File: src/rtl/tcbc_pkg.sv
// Notes on behaviour
// - Two 32-bit count sets share four addresses
// - Byte write loads both sets at once
// - Read select input picks which set reads
// - Byte 0 lowest address, all zero at reset
// - Sets start at total, decrement to zero
// - Bits 17:9 seed the PIO sector counter
// - Sector counter decrements per 512 bytes
// - ATAPI auto packet: length bytes from task 0
// - ATA auto: task bytes 1 to 7, length ignored
// - Bus-off bit high tristates drive bus outputs
// - Bus-off bit touches output enables only
// - Hard reset drives reset pin low always
// - Done bit forces transaction machine idle in automatic modes
package tcbc_pkg;

  // Register byte addresses in the external data space
  localparam logic [15:0] TCBC_ADDR_COUNT_B0 = 16'hf0d6;
  localparam logic [15:0] TCBC_ADDR_COUNT_B1 = 16'hf0d7;
  localparam logic [15:0] TCBC_ADDR_COUNT_B2 = 16'hf0d8;
  localparam logic [15:0] TCBC_ADDR_COUNT_B3 = 16'hf0d9;
  localparam logic [15:0] TCBC_ADDR_CTRL = 16'hf0da;

  // Reset values
  localparam logic [31:0] TCBC_COUNT_RST = 32'h0000_0000;
  localparam logic [7:0] TCBC_CTRL_RST = 8'h20;
  localparam logic [8:0] TCBC_SECTOR_RST = 9'h000;

  // Control register field positions
  localparam int TCBC_LEN_LSB = 0;
  localparam int TCBC_LEN_MSB = 4;
  localparam int TCBC_BUS_OFF_BIT = 5;
  localparam int TCBC_DONE_BIT = 6;
  localparam int TCBC_RSV_BIT = 7;

  // Sector seed field inside the expected total
  localparam int TCBC_SECT_LSB = 9;
  localparam int TCBC_SECT_MSB = 17;

  // Sector size in bytes, 10 bits wide
  localparam logic [9:0] TCBC_SECTOR_BYTES = 10'h200;

  // Task-file window used by the automatic command fetch
  localparam logic [3:0] TCBC_ATAPI_FIRST_TASK = 4'h0;
  localparam logic [3:0] TCBC_ATA_FIRST_TASK = 4'h1;
  localparam logic [4:0] TCBC_ATA_TASK_COUNT = 5'h07;

  // One-hot byte-lane mask of a counter address, or none
  function automatic logic [3:0] tcbc_count_lane(input logic [15:0] addr);
    logic [3:0] lane;
    lane = 4'h0;
    case (addr)
      TCBC_ADDR_COUNT_B0: lane = 4'h1;
      TCBC_ADDR_COUNT_B1: lane = 4'h2;
      TCBC_ADDR_COUNT_B2: lane = 4'h4;
      TCBC_ADDR_COUNT_B3: lane = 4'h8;
      default: lane = 4'h0;
    endcase
    return lane;
  endfunction

endpackage

File: src/rtl/tcbc_regs.sv
`timescale 1ns/1ps
// Transfer count and drive bus control register bank
module tcbc_regs (
  input wire logic sys_clk_i,
  input wire logic rstn_i,
  // External data space access from the MCU
  input wire logic [15:0] xaddr_i,
  input wire logic [7:0] xwdata_i,
  input wire logic xwr_i,
  input wire logic xrd_i,
  output logic [7:0] xrdata_o,
  // Bits held in the interface configuration registers
  input wire logic count_set_read_select_i,
  input wire logic drive_hard_reset_ctl_i,
  input wire logic auto_full_i,
  input wire logic auto_semi_i,
  input wire logic atapi_mode_i,
  input wire logic pio_mode_i,
  // Data movement on each side
  input wire logic usb_xfer_i,
  input wire logic [1:0] usb_xfer_bytes_i,
  input wire logic drive_xfer_i,
  input wire logic [1:0] drive_xfer_bytes_i,
  // Counts
  output logic [31:0] usb_count_o,
  output logic [31:0] drive_count_o,
  output logic [8:0] pio_sector_counter_o,
  // Automatic command fetch window
  output logic [4:0] packet_byte_length_o,
  output logic [3:0] fetch_first_task_o,
  output logic [4:0] fetch_task_count_o,
  output logic transaction_abort_done_o,
  // Drive bus output enables, low while driving, and the drive reset pin value
  output logic drive_bus_oe_n_o,
  output logic drive_reset_out_o,
  output logic drive_reset_oe_n_o
);
  import tcbc_pkg::*;

  // Counter sets
  logic [3:0] lane_hit;
  logic [3:0] count_we;
  logic [31:0] usb_count;
  logic [31:0] drive_count;
  logic [31:0] load_view;

  // Control register
  logic [4:0] len_r;
  logic [4:0] len_nxt;
  logic bus_off_r;
  logic bus_off_nxt;
  logic done_r;
  logic done_nxt;
  logic ctrl_hit;

  // Sector tracking
  logic [8:0] sector_r;
  logic [8:0] sector_nxt;
  logic [9:0] in_sector_r;
  logic [9:0] in_sector_nxt;
  logic [9:0] step;
  logic [9:0] sum;
  logic [31:0] drive_amt;

  // Read data
  logic [7:0] rdata_r;
  logic [7:0] rdata_nxt;
  logic [31:0] read_view;

  // Output registers
  logic [31:0] usb_count_r;
  logic [31:0] drive_count_r;
  logic [31:0] usb_count_nxt;
  logic [31:0] drive_count_nxt;
  logic [4:0] fetch_len_r;
  logic [4:0] fetch_len_nxt;
  logic [3:0] fetch_first_r;
  logic [3:0] fetch_first_nxt;
  logic abort_r;
  logic abort_nxt;
  logic bus_oe_n_r;
  logic bus_oe_n_nxt;
  logic rst_out_r;
  logic rst_out_nxt;
  logic rst_oe_n_r;
  logic rst_oe_n_nxt;

  // Address decode
  always_comb begin
    lane_hit = tcbc_count_lane(xaddr_i);
    ctrl_hit = (xaddr_i == TCBC_ADDR_CTRL);
    count_we = xwr_i ? lane_hit : 4'h0;
  end

  tcbc_down_counter u_usb_count (
    .sys_clk_i(sys_clk_i),
    .rstn_i(rstn_i),
    .byte_we_i(count_we),
    .wdata_i(xwdata_i),
    .dec_i(usb_xfer_i),
    .dec_amt_i(usb_xfer_bytes_i),
    .count_o(usb_count)
  );

  // Drive side set counts only drive data
  tcbc_down_counter u_drive_count (
    .sys_clk_i(sys_clk_i),
    .rstn_i(rstn_i),
    .byte_we_i(count_we),
    .wdata_i(xwdata_i),
    .dec_i(drive_xfer_i),
    .dec_amt_i(drive_xfer_bytes_i),
    .count_o(drive_count)
  );

  // Control register next value; bit 7 is reserved and never stored
  always_comb begin
    len_nxt = len_r;
    bus_off_nxt = bus_off_r;
    done_nxt = done_r;
    if (xwr_i && ctrl_hit) begin
      len_nxt = xwdata_i[TCBC_LEN_MSB:TCBC_LEN_LSB];
      bus_off_nxt = xwdata_i[TCBC_BUS_OFF_BIT];
      done_nxt = xwdata_i[TCBC_DONE_BIT];
    end
  end

  // Control register
  always_ff @(posedge sys_clk_i or negedge rstn_i) begin
    if (!rstn_i) begin
      len_r <= TCBC_CTRL_RST[TCBC_LEN_MSB:TCBC_LEN_LSB];
      bus_off_r <= TCBC_CTRL_RST[TCBC_BUS_OFF_BIT];
      done_r <= TCBC_CTRL_RST[TCBC_DONE_BIT];
    end else begin
      len_r <= len_nxt;
      bus_off_r <= bus_off_nxt;
      done_r <= done_nxt;
    end
  end

  // Value the sector seed sees: current drive count with this write merged
  always_comb begin
    load_view = drive_count;
    for (int i = 0; i < 4; i++) begin
      if (count_we[i]) begin
        load_view[i*8 +: 8] = xwdata_i;
      end
    end
  end

  // Bytes really taken off the drive set; a step cut short at zero counts short
  always_comb begin
    drive_amt = {30'h0000_0000, drive_xfer_bytes_i};
    if (drive_count > drive_amt) begin
      step = {8'h00, drive_xfer_bytes_i};
    end else begin
      step = drive_count[9:0];
    end
  end

  // Sector counter: reseeded on any count write, counts whole sectors
  always_comb begin
    sum = in_sector_r + step;
    sector_nxt = sector_r;
    in_sector_nxt = in_sector_r;
    if (count_we != 4'h0) begin
      sector_nxt = load_view[TCBC_SECT_MSB:TCBC_SECT_LSB];
      in_sector_nxt = 10'h000;
    end else if (drive_xfer_i && pio_mode_i) begin
      if (sum >= TCBC_SECTOR_BYTES) begin
        in_sector_nxt = sum - TCBC_SECTOR_BYTES;
        if (sector_r != TCBC_SECTOR_RST) begin
          sector_nxt = sector_r - 9'h001;
        end
      end else begin
        in_sector_nxt = sum;
      end
    end
  end

  // Sector registers
  always_ff @(posedge sys_clk_i or negedge rstn_i) begin
    if (!rstn_i) begin
      sector_r <= TCBC_SECTOR_RST;
      in_sector_r <= 10'h000;
    end else begin
      sector_r <= sector_nxt;
      in_sector_r <= in_sector_nxt;
    end
  end

  // Read data, captured on the read strobe; unmapped reads return zero
  always_comb begin
    read_view = count_set_read_select_i ? drive_count : usb_count;
    rdata_nxt = rdata_r;
    if (xrd_i) begin
      rdata_nxt = 8'h00;
      for (int i = 0; i < 4; i++) begin
        if (lane_hit[i]) begin
          rdata_nxt = read_view[i*8 +: 8];
        end
      end
      if (ctrl_hit) begin
        rdata_nxt[TCBC_LEN_MSB:TCBC_LEN_LSB] = len_r;
        rdata_nxt[TCBC_BUS_OFF_BIT] = bus_off_r;
        rdata_nxt[TCBC_DONE_BIT] = done_r;
        rdata_nxt[TCBC_RSV_BIT] = 1'b0;
      end
    end
  end

  // Command fetch window
  always_comb begin
    fetch_len_nxt = 5'h00;
    fetch_first_nxt = TCBC_ATAPI_FIRST_TASK;
    if (auto_full_i) begin
      if (atapi_mode_i) begin
        fetch_first_nxt = TCBC_ATAPI_FIRST_TASK;
        fetch_len_nxt = len_r;
      end else begin
        // Fixed task bytes 1 to 7
        fetch_first_nxt = TCBC_ATA_FIRST_TASK;
        fetch_len_nxt = TCBC_ATA_TASK_COUNT;
      end
    end
  end

  // Abort level towards the transaction machine
  always_comb begin
    // Done forces idle in automatic modes
    abort_nxt = done_r && (auto_full_i || auto_semi_i);
  end

  // Drive bus output enable
  always_comb begin
    bus_oe_n_nxt = bus_off_r;
  end

  // Drive reset pin value and enable
  always_comb begin
    if (drive_hard_reset_ctl_i) begin
      rst_out_nxt = 1'b0;
      rst_oe_n_nxt = 1'b0;
    end else begin
      rst_out_nxt = 1'b1;
      rst_oe_n_nxt = bus_off_r;
    end
  end

  // Registered copies of both sets; the count outputs lag the sets by one cycle
  always_comb begin
    usb_count_nxt = usb_count;
    drive_count_nxt = drive_count;
  end

  // Output registers
  always_ff @(posedge sys_clk_i or negedge rstn_i) begin
    if (!rstn_i) begin
      rdata_r <= 8'h00;
      usb_count_r <= TCBC_COUNT_RST;
      drive_count_r <= TCBC_COUNT_RST;
      fetch_len_r <= 5'h00;
      fetch_first_r <= TCBC_ATAPI_FIRST_TASK;
      abort_r <= 1'b0;
      bus_oe_n_r <= 1'b1;
      rst_out_r <= 1'b1;
      rst_oe_n_r <= 1'b1;
    end else begin
      rdata_r <= rdata_nxt;
      usb_count_r <= usb_count_nxt;
      drive_count_r <= drive_count_nxt;
      fetch_len_r <= fetch_len_nxt;
      fetch_first_r <= fetch_first_nxt;
      abort_r <= abort_nxt;
      bus_oe_n_r <= bus_oe_n_nxt;
      rst_out_r <= rst_out_nxt;
      rst_oe_n_r <= rst_oe_n_nxt;
    end
  end

  assign xrdata_o = rdata_r;
  assign usb_count_o = usb_count_r;
  assign drive_count_o = drive_count_r;
  assign pio_sector_counter_o = sector_r;
  assign packet_byte_length_o = len_r;
  assign fetch_first_task_o = fetch_first_r;
  assign fetch_task_count_o = fetch_len_r;
  assign transaction_abort_done_o = abort_r;
  assign drive_bus_oe_n_o = bus_oe_n_r;
  assign drive_reset_out_o = rst_out_r;
  assign drive_reset_oe_n_o = rst_oe_n_r;

endmodule // tcbc_regs

File: src/rtl/tcbc_down_counter.sv
`timescale 1ns/1ps
// One 32-bit count set: byte loads from the bus, decrements from one side
module tcbc_down_counter (
  input wire logic sys_clk_i,
  input wire logic rstn_i,
  input wire logic [3:0] byte_we_i,
  input wire logic [7:0] wdata_i,
  input wire logic dec_i,
  input wire logic [1:0] dec_amt_i,
  output logic [31:0] count_o
);
  import tcbc_pkg::*;

  logic [31:0] count_r;
  logic [31:0] count_nxt;
  logic [31:0] amt;

  // Load wins over decrement; decrement stops at zero
  always_comb begin
    amt = {30'h0000_0000, dec_amt_i};
    count_nxt = count_r;
    if (byte_we_i != 4'h0) begin
      for (int i = 0; i < 4; i++) begin
        if (byte_we_i[i]) begin
          count_nxt[i*8 +: 8] = wdata_i;
        end
      end
    end else if (dec_i) begin
      if (count_r > amt) begin
        count_nxt = count_r - amt;
      end else begin
        count_nxt = TCBC_COUNT_RST;
      end
    end
  end

  // Count register
  always_ff @(posedge sys_clk_i or negedge rstn_i) begin
    if (!rstn_i) begin
      count_r <= TCBC_COUNT_RST;
    end else begin
      count_r <= count_nxt;
    end
  end

  assign count_o = count_r;

endmodule // tcbc_down_counter

File: config.mk
export PLATFORM = sky130hd
export DESIGN_NAME = tcbc_regs
export DESIGN_NICKNAME = d
export VERILOG_FILES = /design/src/rtl/tcbc_pkg.sv /design/src/rtl/tcbc_regs.sv /design/src/rtl/tcbc_down_counter.sv
export SDC_FILE = /design/constraint.sdc
export NUM_CORES = 1
export LEC_CHECK = 0
export ABC_AREA = 1
export BUFFER_PORTS_ARGS = -buffer_cell sky130_fd_sc_hd__buf_2
export CAP_MARGIN = 5
export CORE_UTILIZATION = 55
export CTS_CLUSTER_SIZE = 25
export DETAILED_ROUTE_END_ITERATION = 16
export PLACE_DENSITY = 0.76
export SLEW_MARGIN = 0
export SYNTH_ARGS = -nofsm -noshare
export SYNTH_HDL_FRONTEND = slang
export SYNTH_HIERARCHICAL = 1
export SYNTH_SLANG_ARGS = --single-unit
File: constraint.sdc
create_clock -name sys_clk_i -period 3.2 [get_ports sys_clk_i]
set_input_delay 0.32 -clock sys_clk_i [delete_from_list [all_inputs] [get_ports sys_clk_i]]
set_output_delay 0.32 -clock sys_clk_i [all_outputs]
set_load 0.03 [all_outputs]
==> run_results.csv, run 1 <==
group,metric,value,unit
hold_path,hold_depth,2,
timing,relSlewSlack,0.526,
die,dieHeight,143,um
place,port_buffers,135,
yosys,ys_seq_elements,172,
timing,setup_violations,0,
timing,max_clock_freq,0.346,GHz
worst_setup_path,regToRegStartpoint,"u_drive_count/count_o[16]$_DFFE_PN0P_",
drt,drc,0,
hold_path,whs_endpoint,"fetch_first_task_o[0]$_DFF_PN0_",
worst_setup_path,r2r_slack,0.31,ns
clocking,ctsLongestPathBuffers,2,
timing,finalHoldViolations,0,
yosys,syn_inst,1504,
yosys,synth_area_leaders,"dfrtp_1, nand2_1, nor2_1",
place,routabilityCongestion,0.978,
final_layout,areaGrowthSynthToFinish,15.6,%
timing,period_minus_slack,2.89,ns
pwr,power_density,630,nW/um2
clocking,clk-insertion-delay-late,0.45,ns
clocking,cts_setup_buffers,0,
global_route,grtUsageTotal,0.333,
job,max-cap-violations,0,
final_layout,nNetsFinal,1730,
worst_setup_path,path_max_fanout,3,
global_route,grt_pass1_vias,9937,
clocking,clockRootBuffer,"clkbuf_16",
final_layout,drive_gt1_frac,0.194,
hold_path,hp-class,"in -> reg",
timing,tightest_slew,0.709,ns
place,preCtsSetupSlack,0.173,ns
timing,fin_tns_setup,0,ns
hold_path,min_from,"atapi_mode_i",
clocking,cts.sinks,172,
die,dieArea,20400,um2
clocking,cts_tree,"yes",
global_route,grt_max_degree,65,
global_route,grt-ovfl-total,0,
timing,min_period_over_period,0.903,
die,num_rows,51,
worst_setup_path,crit_arrival,3.28,ns
yosys,yosysTopAreaCell,"dfrtp_1",
yosys,yosysUniqueCellTypes,44,
worst_setup_path,critPathCaptureType,"register",
timing,fin_skew,0.0126,ns
place,post-dp-hpwl,24.2,mm
final_layout,fillers,1699,
worst_setup_path,reg2reg_to,"in_sector_r[8]$_DFFE_PN0P_",
drt,drt_first_pass_iters,5,
worst_setup_path,reg2regPathDepth,17,
die,start_util,0.561,
timing,grt_setup_unrepaired,"no",
die,die_x,143,um
outcome,status,"finished clean",
final_layout,n_antenna_cell,0,
yosys,ys_seq_area_frac,0.395,
yosys,yosysTopAreaCellShare,0.385,
clocking,cts_buffers,17,
drt,ant_nets,0,
yosys,synth_area,10900,um2
worst_setup_path,required,3.59,ns
drt,vias_per_cell,5.47,
drt,routed_wirelength,32.6,mm
timing,fin_ws,0.312,ns
drt,wl_per_cell,16.7,um
timing,drv_slew,0,
die,core_area,19500,um2
pwr,ir_drop,0.338,mV
final_layout,utilization,0.648,
yosys,postSynthAreaPerCell,7.26,um2
worst_setup_path,startpoint_type,"register",
global_route,antenna_found_initial,0,
global_route,grt_first_pass_wirelength,51.6,mm
clocking,h-tree-depth,4,
die,io_pins,139,
yosys,ys_warn_count,6,
clocking,clk_pin_slew,0.08,ns
final_layout,multi_input_area,5650,um2
pwr,power.leakage,6.62,nW
drt,via_count,10700,
final_layout,final-seq-area,4310,um2
worst_setup_path,crit_type,"reg -> reg",
drt,drtIter0Drc,922,
==> per-layer routing <==
metal | routed length [um] | GRT usage | part of all wire
met5 | 0 | 0 | 0
met4 | 1590 | 0.170 | 0.049
met3 | 2370 | 0.0496 | 0.073
met2 | 15600 | 0.551 | 0.48
met1 | 13000 | 0.425 | 0.40
==> state kept, by name (all words and copies together), names as in the netlist, 5 cells and up <==
name	count
drive_count_o	32
fetch_task_count_o	5
in_sector_r	10
packet_byte_length_o	5
pio_sector_counter_o	9
u_drive_count/count_o	32
u_usb_count/count_o	32
usb_count_o	32
xrdata_o	8
==> worst max-delay path by stage <==
stage / endpoint / from / cells past startpoint / slack, ns
after floorplan: in_sector_r[8]$_DFFE_PN0P_ / u_drive_count/count_o[1]$_DFFE_PN0P_ / 19 / 0.54
after global placement: in_sector_r[8]$_DFFE_PN0P_ / drive_xfer_bytes_i[1] / 22 / 0.22
after detailed placement: in_sector_r[8]$_DFFE_PN0P_ / drive_xfer_bytes_i[1] / 22 / 0.17
after CTS: in_sector_r[8]$_DFFE_PN0P_ / u_drive_count/count_o[1]$_DFFE_PN0P_ / 20 / 0.23
after global routing: in_sector_r[8]$_DFFE_PN0P_ / u_drive_count/count_o[1]$_DFFE_PN0P_ / 20 / 0.01
final: in_sector_r[8]$_DFFE_PN0P_ / u_drive_count/count_o[16]$_DFFE_PN0P_ / 17 / 0.31
==> area by class of cell <==
type	instances	share of cell area
multi-input cells	1111	0.448
flip-flops and latches	172	0.342
repair buffers	172	0.0775
inverters	197	0.0590
clock buffers	18	0.0348
well taps	265	0.0263
clock inverters	14	0.0133
==> per-stage QoR <==
stage	std cells	area [um2]	power (mW)	hold WS, ns
2_1_floorplan	1513	11000	4.93	0.0244
3_3_place_gp	1915	12000	5.76	0.351
3_5_place_dp	1915	12000	5.82	0.356
4_1_cts	1949	12600	7.94	0.0585
5_1_grt	1949	12600	8.39	0.0644
6_report	1949	12600	7.95	0.0666
==> placed cells by master (no fill, tap or decap), types with 32 or more instances in the layout <==
cell type / instances
inv_1: 184
nand3_1: 77
a21oi_1: 66
nand4_1: 42
buf_4: 34
nor2_1: 254
nand2_1: 415
o21ai_0: 32
dfrtp_1: 168
buf_2: 134
==> synthesized netlist by cell type (all sizes together) <==
cell,number
nand2,448
nor2,282
inv,196
dfrtp,168
a21oi,88
nand3,83
o21ai,46
nand4,44
buf,26
xor2,25
ha,16
o21bai,11
mux2i,9
clkbuf,7
nor3,7
nor4,7
o211ai,7
xnor2,7
or2,6
and2,5
dfstp,4
fa,3
nand3b,2
o21a,2
a21o,1
a31oi,1
clkinv,1
conb,1
o2111ai,1
==> cells by family after synthesis <==
kind of cell,synth area share
xor+xnor,0.0257
flops,0.395
fa+ha+maj,0.0238
mux,0.00825
buf+inv,0.0912
other cells,0.000343
compound gates,0.0903
simple gates,0.366
==> worst max-delay path, stage by stage (launching register included) <==
cell and delay [ns]:
dfrtp_1 0.38, nor4_1 0.44, nand2_1 0.17, nor2_1 0.15, nand2_1 0.10, o21ai_1 0.12, buf_4 0.14, ha_1 0.16
inv_1 0.05, fa_1 0.40, inv_1 0.09, nand3_1 0.07, nand2_1 0.09, nand4_1 0.07, nand2_1 0.09, xor2_1 0.15
nand3_1 0.08, nand2_1 0.06
==> report_power, final <==
group | total, mW | switching, mW | internal [mW] | leakage (nW)
Combinational | 2.77 | 1.81 | 0.960 | 4.42
Clock | 2.10 | 1.03 | 1.08 | 0.296
Sequential | 3.08 | 0.457 | 2.62 | 1.91
==> what timing repair did <==
action                                  CTS  global route
endpoints found under the setup margin    0             1
hold buffers                              2             0
hold endpoints to repair                 63             0
gates resized for setup                   0             2
Note: power is estimated with default switching activity, not from simulation.
==> run 2: changes to the inputs <==
- GPL_TIMING_DRIVEN: unset -> 0
==> run_results.csv, run 2 (synthesis gave the netlist of run 1 again) <==
group,metric,value,unit
final_layout,nNetsFinal,1728,
worst_setup_path,crit_arrival,3.38,ns
die,start_util,0.561,
timing,period_minus_slack,3.00,ns
job,max-cap-violations,0,
global_route,grt_pass1_vias,9770,
place,post-dp-hpwl,23.5,mm
pwr,ir_drop,0.391,mV
global_route,grt-ovfl-total,0,
worst_setup_path,required,3.58,ns
drt,ant_nets,0,
worst_setup_path,startpoint_type,"register",
place,port_buffers,132,
drt,dr.max_layer_used,"met4",
drt,vias_per_cell,5.36,
drt,drt_first_pass_iters,6,
worst_setup_path,reg2regPathDepth,16,
die,num_rows,51,
drt,via_count,10400,
final_layout,final_cell_mix,"nand2_1, nor2_1, inv_1",
worst_setup_path,worst-path-stages,16,
drt,wl_met3,1.79,mm
clocking,clockRootBuffer,"clkbuf_16",
hold_path,hold_depth,2,
global_route,grtUsageTotal,0.323,
die,io_pins,139,
die,core_area,19500,um2
pwr,power.leakage,6.61,nW
worst_setup_path,path_cells,"nor4_2 -> nand3_1 -> nor2_1 -> nand2_2 -> o21ai_2 -> ha_2 -> inv_1 -> fa_2 -> inv_1 -> nand3_1 -> nand2_1 -> nand4_1 -> nand2_1 -> xor2_1 -> nand3_1 -> nand2_1",
pwr,seq_power_share,0.409,
pwr,switchingPower,3.21,mW
drt,wl_met1,12.8,mm
global_route,grt_max_degree,93,
worst_setup_path,path_max_fanout,8,
place,preCtsSetupSlack,-0.231,ns
clocking,cts.sinks,172,
hold_path,hp-class,"in -> reg",
pwr,power_report.internal_total,4.71,mW
timing,max_clock_freq,0.333,GHz
drt,routed_wirelength,31.5,mm
clocking,cts_tree,"yes",
drt,met2_length,15.5,mm
die,die_x,143,um
worst_setup_path,critPathCaptureType,"register",
outcome,status,"finished clean",
clocking,clk_pin_slew,0.07,ns
pwr,power_density,626,nW/um2
die,dieHeight,143,um
worst_setup_path,critPathSlowestCell,"dfrtp_1",
clocking,cts_buffers,17,
pwr,p_clk_frac,0.271,
die,dieArea,20400,um2
clocking,clk-insertion-delay-late,0.44,ns
timing,drv_slew,0,
pwr,p_comb_frac,0.321,
worst_setup_path,critPathTopFamily,"simple AND/OR/NAND/NOR gates",
timing,min_period_over_period,0.939,
drt,drc,0,
final_layout,drive_gt1_frac,0.195,
timing,tightest_slew,0.609,ns
timing,fin_tns_setup,0,ns
worst_setup_path,crit_type,"reg -> reg",
pwr,p_sw_frac,0.405,
clocking,ctsLongestPathBuffers,2,
final_layout,layout_commonest_cell,"nand2_1",
timing,relSlewSlack,0.594,
global_route,grt_first_pass_wirelength,50.0,mm
place,routabilityCongestion,0.958,
timing,setup_violations,0,
worst_setup_path,cp.buffers_inverters,2,
timing,fin_ws,0.196,ns
final_layout,areaGrowthSynthToFinish,15.8,%
timing,fin_skew,0.00914,ns
timing,finalHoldViolations,0,
final_layout,n_antenna_cell,0,
worst_setup_path,slowest_delay,0.55,ns
drt,drtIter0Drc,859,
global_route,antenna_found_initial,0,
drt,wl_per_cell,16.2,um
clocking,h-tree-depth,4,
[run 2: cell count changes in the layout (fill, tap and decap cells not counted), sizes merged]
cell / delta
buf: -9
bufinv: +2
clkbuf: +7
clkinv: -3
clkinvlp: +2
inv: -1
[run 2: area by class of cell]
class / instances / area, um2
Clock inverter: 14 / 173
Timing Repair Buffer: 137 / 733
Fill cell: 1732 / 6810
Tap cell: 265 / 332
Buffer: 33 / 251
Sequential cell: 172 / 4320
Clock buffer: 18 / 429
Multi-Input combinational cell: 1111 / 5670
Inverter: 197 / 744
[run 2: worst paths after layout]
| check | start | slack (ns) | endpoint |
|---|---|---|---|
| min in group asynchronous | rstn_i | 0.44 | drive_count_o[0]$_DFF_PN0_ |
| min | atapi_mode_i | 0.08 | fetch_first_task_o[0]$_DFF_PN0_ |
| max | u_drive_count/count_o[10]$_DFFE_PN0P_ | 0.20 | in_sector_r[8]$_DFFE_PN0P_ |
| min reg2reg | bus_oe_n_nxt$_DFFE_PN1P_ | 0.40 | drive_bus_oe_n_o$_DFF_PN1_ |
| max in group asynchronous | rstn_i | 1.90 | u_usb_count/count_o[25]$_DFFE_PN0P_ |
| max reg2reg | u_drive_count/count_o[10]$_DFFE_PN0P_ | 0.20 | in_sector_r[8]$_DFFE_PN0P_ |
[run 2: routing by layer]
metal,vias up,global-route usage
met5,-,0
met4,0,0.189
met3,94,0.0436
met2,372,0.543
met1,4928,0.398
li1,5049,-
[run 2: per-stage QoR]
stage / hold WS, ns / std cells / utilization / power, mW / instance area [um2]
finish: 0.0790 / 1947 / 0.650 / 7.92 / 12600
CTS: 0.0631 / 1945 / 0.648 / 7.89 / 12600
detailed placement: 0.338 / 1911 / 0.616 / 5.73 / 12000
global route: 0.0628 / 1947 / 0.650 / 8.38 / 12600
global placement: 0.386 / 1910 / 0.614 / 5.65 / 11900
floorplan: 0.0244 / 1513 / - / 4.93 / 11000
[run 2: power by group through the flow]
| stage | logic (mW) | clock network (mW) | registers [mW] |
|---|---|---|---|
| 2_1_floorplan | 1.42 | 0 | 3.51 |
| 3_3_place_gp | 2.40 | 0 | 3.26 |
| 3_5_place_dp | 2.46 | 0 | 3.26 |
| 4_1_cts | 2.48 | 2.18 | 3.23 |
| 5_1_grt | 2.83 | 2.26 | 3.29 |
| 6_report | 2.54 | 2.15 | 3.23 |
[run 2: timing repair]
item	4_1_cts	5_1_grt
setup buffers	0	2
pin swaps	0	2
gates resized for setup	2	11
hold buffers	2	0
setup endpoints to repair	3	12
endpoints found under the hold margin	77	0
==> run 3: changes to the inputs <==
- PLACE_DENSITY: 0.76 -> 0.78
==> run_results.csv, run 3 (synthesis gave the netlist of run 1 again) <==
group,metric,value,unit
outcome,status,"finished clean",
global_route,grtUsageTotal,0.326,
timing,grt_setup_unrepaired,"no",
clocking,clk-insertion-delay-late,0.44,ns
worst_setup_path,required,3.58,ns
pwr,switchingPower,3.18,mW
pwr,ir_drop,0.471,mV
die,num_rows,51,
worst_setup_path,crit_type,"reg -> reg",
worst_setup_path,critPathSlowestCell,"dfrtp_1",
global_route,grt_first_pass_wirelength,50.4,mm
global_route,grt_pass1_vias,9888,
final_layout,areaGrowthSynthToFinish,15.8,%
worst_setup_path,path_max_fanout,8,
place,routabilityCongestion,0.987,
global_route,antenna_found_initial,0,
worst_setup_path,crit_arrival,3.39,ns
timing,max_clock_freq,0.332,GHz
final_layout,nNetsFinal,1727,
drt,ant_nets,0,
final_layout,utilization,0.650,
pwr,p_clk_frac,0.268,
worst_setup_path,path_cells,"nor4_2 -> nand3_1 -> nor2_2 -> nand2_1 -> o21ai_2 -> ha_2 -> inv_1 -> fa_2 -> inv_1 -> nand3_1 -> nand2_1 -> nand4_1 -> nand2_1 -> xor2_1 -> nand3_1 -> nand2_1",
drt,vias_per_cell,5.43,
die,dieArea,20400,um2
final_layout,layout.cells.non_filler,1946,
clocking,cts.sinks,172,
drt,wl_per_cell,16.5,um
timing,min_period_over_period,0.940,
worst_setup_path,regToRegStartpoint,"u_drive_count/count_o[10]$_DFFE_PN0P_",
global_route,grt_max_degree,110,
drt,drtIter0Drc,952,
clocking,cts_buffers,17,
final_layout,n_antenna_cell,0,
clocking,clockRootBuffer,"clkbuf_16",
drt,drt_first_pass_iters,6,
timing,finalHoldViolations,0,
die,die_x,143,um
hold_path,min_from,"drive_hard_reset_ctl_i",
pwr,power_density,624,nW/um2
final_layout,final-seq-area,4320,um2
timing,period_minus_slack,3.01,ns
drt,drc,0,
worst_setup_path,critPathCaptureType,"register",
pwr,power.leakage,6.60,nW
place,post-dp-hpwl,23.6,mm
timing,tightest_slew,0.554,ns
job,max-cap-violations,0,
timing,setup_violations,0,
final_layout,multi_input_area,5680,um2
place,port_buffers,132,
worst_setup_path,startpoint_type,"register",
pwr,power_report.internal_total,4.71,mW
final_layout,fillers,1703,
die,io_pins,139,
clocking,clk_pin_slew,0.08,ns
pwr,p_comb_frac,0.321,
clocking,h-tree-depth,4,
die,dieHeight,143,um
final_layout,final_cell_mix,"nand2_1, nor2_1, inv_1",
die,start_util,0.561,
place,placed_cells,1911,
global_route,grt-ovfl-total,0,
drt,routed_wirelength,32.0,mm
timing,relSlewSlack,0.627,
pwr,p_sw_frac,0.403,
timing,fin_skew,0.0142,ns
worst_setup_path,slowest_delay,0.56,ns
final_layout,layout_commonest_cell,"nand2_1",
drt,via_count,10600,
clocking,cts_tree,"yes",
worst_setup_path,critical_path.most_common_cell,"nand2_1",
worst_setup_path,crit_path_start,"u_drive_count/count_o[10]$_DFFE_PN0P_",
final_layout,drive_gt1_frac,0.198,
pwr,seq_power_share,0.411,
die,core_area,19500,um2
hold_path,hp-class,"in -> reg",
timing,drv_slew,0,
clocking,ctsLongestPathBuffers,2,
-- run 3: cell types whose count changed in the layout (fill, tap and decap cells not counted), sizes merged --
cell         previous run  this run
dlygate4sd3             2         1
clkinvlp                2         4
inv                   204       201
clkinv                  3         4
-- run 3: what timing repair did --
item | CTS | global route
hold buffers | 1 | 0
endpoints found under the setup margin | 3 | 9
pin swaps | 0 | 2
setup buffers | 0 | 2
hold endpoints to repair | 60 | 0
resized for setup | 2 | 14
-- run 3: layout make-up --
type	instances	share of cell area
multi-input combinational	1111	0.449
sequential	172	0.341
inverter	197	0.0589
timing repair buffer	136	0.0572
clock buffer	18	0.0347
tap	265	0.0262
buffer	33	0.0199
clock inverter	14	0.0124
-- run 3: metal layers --
layer / track usage / wire length [um] / vias up / part of all wire
met5: 0 / 0 / - / 0
met3: 0.0459 / 2040 / 108 / 0.064
li1: - / - / 5053 / -
met1: 0.405 / 12900 / 4952 / 0.40
met2: 0.547 / 15600 / 460 / 0.49
met4: 0.178 / 1500 / 0 / 0.047
-- run 3: per-stage QoR --
step	hold WS, ns	TNS (ns)	worst slack (ns)	total power, mW	instance area (um2)
floorplan	0.0244	0	0.536	4.93	11000
global placement	0.383	-139.14	-0.848	5.65	11900
detailed placement	0.283	-0.303	-0.193	5.73	12000
CTS	0.00154	0	0.0211	7.85	12600
global route	0.00460	0	0.0339	8.34	12600
finish	0.00742	0	0.190	7.88	12600
-- run 3: power by group through the flow --
stage	clock, mW	sequential (mW)	combinational (mW)
2_1_floorplan	0	3.51	1.42
3_3_place_gp	0	3.25	2.39
3_5_place_dp	0	3.26	2.47
4_1_cts	2.14	3.23	2.49
5_1_grt	2.22	3.30	2.82
6_report	2.11	3.24	2.53
-- run 3: worst paths after layout --
| check | to | slack [ns] | cells after the start |
|---|---|---|---|
| setup / recovery | in_sector_r[8]$_DFFE_PN0P_ | 0.19 | 16 |
| hold / removal | drive_reset_oe_n_o$_DFF_PN1_ | 0.007 | 2 |
| setup reg to reg | in_sector_r[8]$_DFFE_PN0P_ | 0.19 | 16 |
| hold reg to reg | drive_bus_oe_n_o$_DFF_PN1_ | 0.37 | 0 |
| max in group asynchronous | bus_oe_n_nxt$_DFFE_PN1P_ | 1.89 | 3 |
| min in group asynchronous | u_drive_count/count_o[10]$_DFFE_PN0P_ | 0.39 | 2 |
-- run 3: critical path: cells and delay by family, from the launching register on --
kind            cells  cell delay (ns)
simple gates       10             1.28
flops               1             0.56
fa+ha+maj           2             0.56
compound gates      1             0.24
xor+xnor            1             0.16
buf+inv             2             0.14
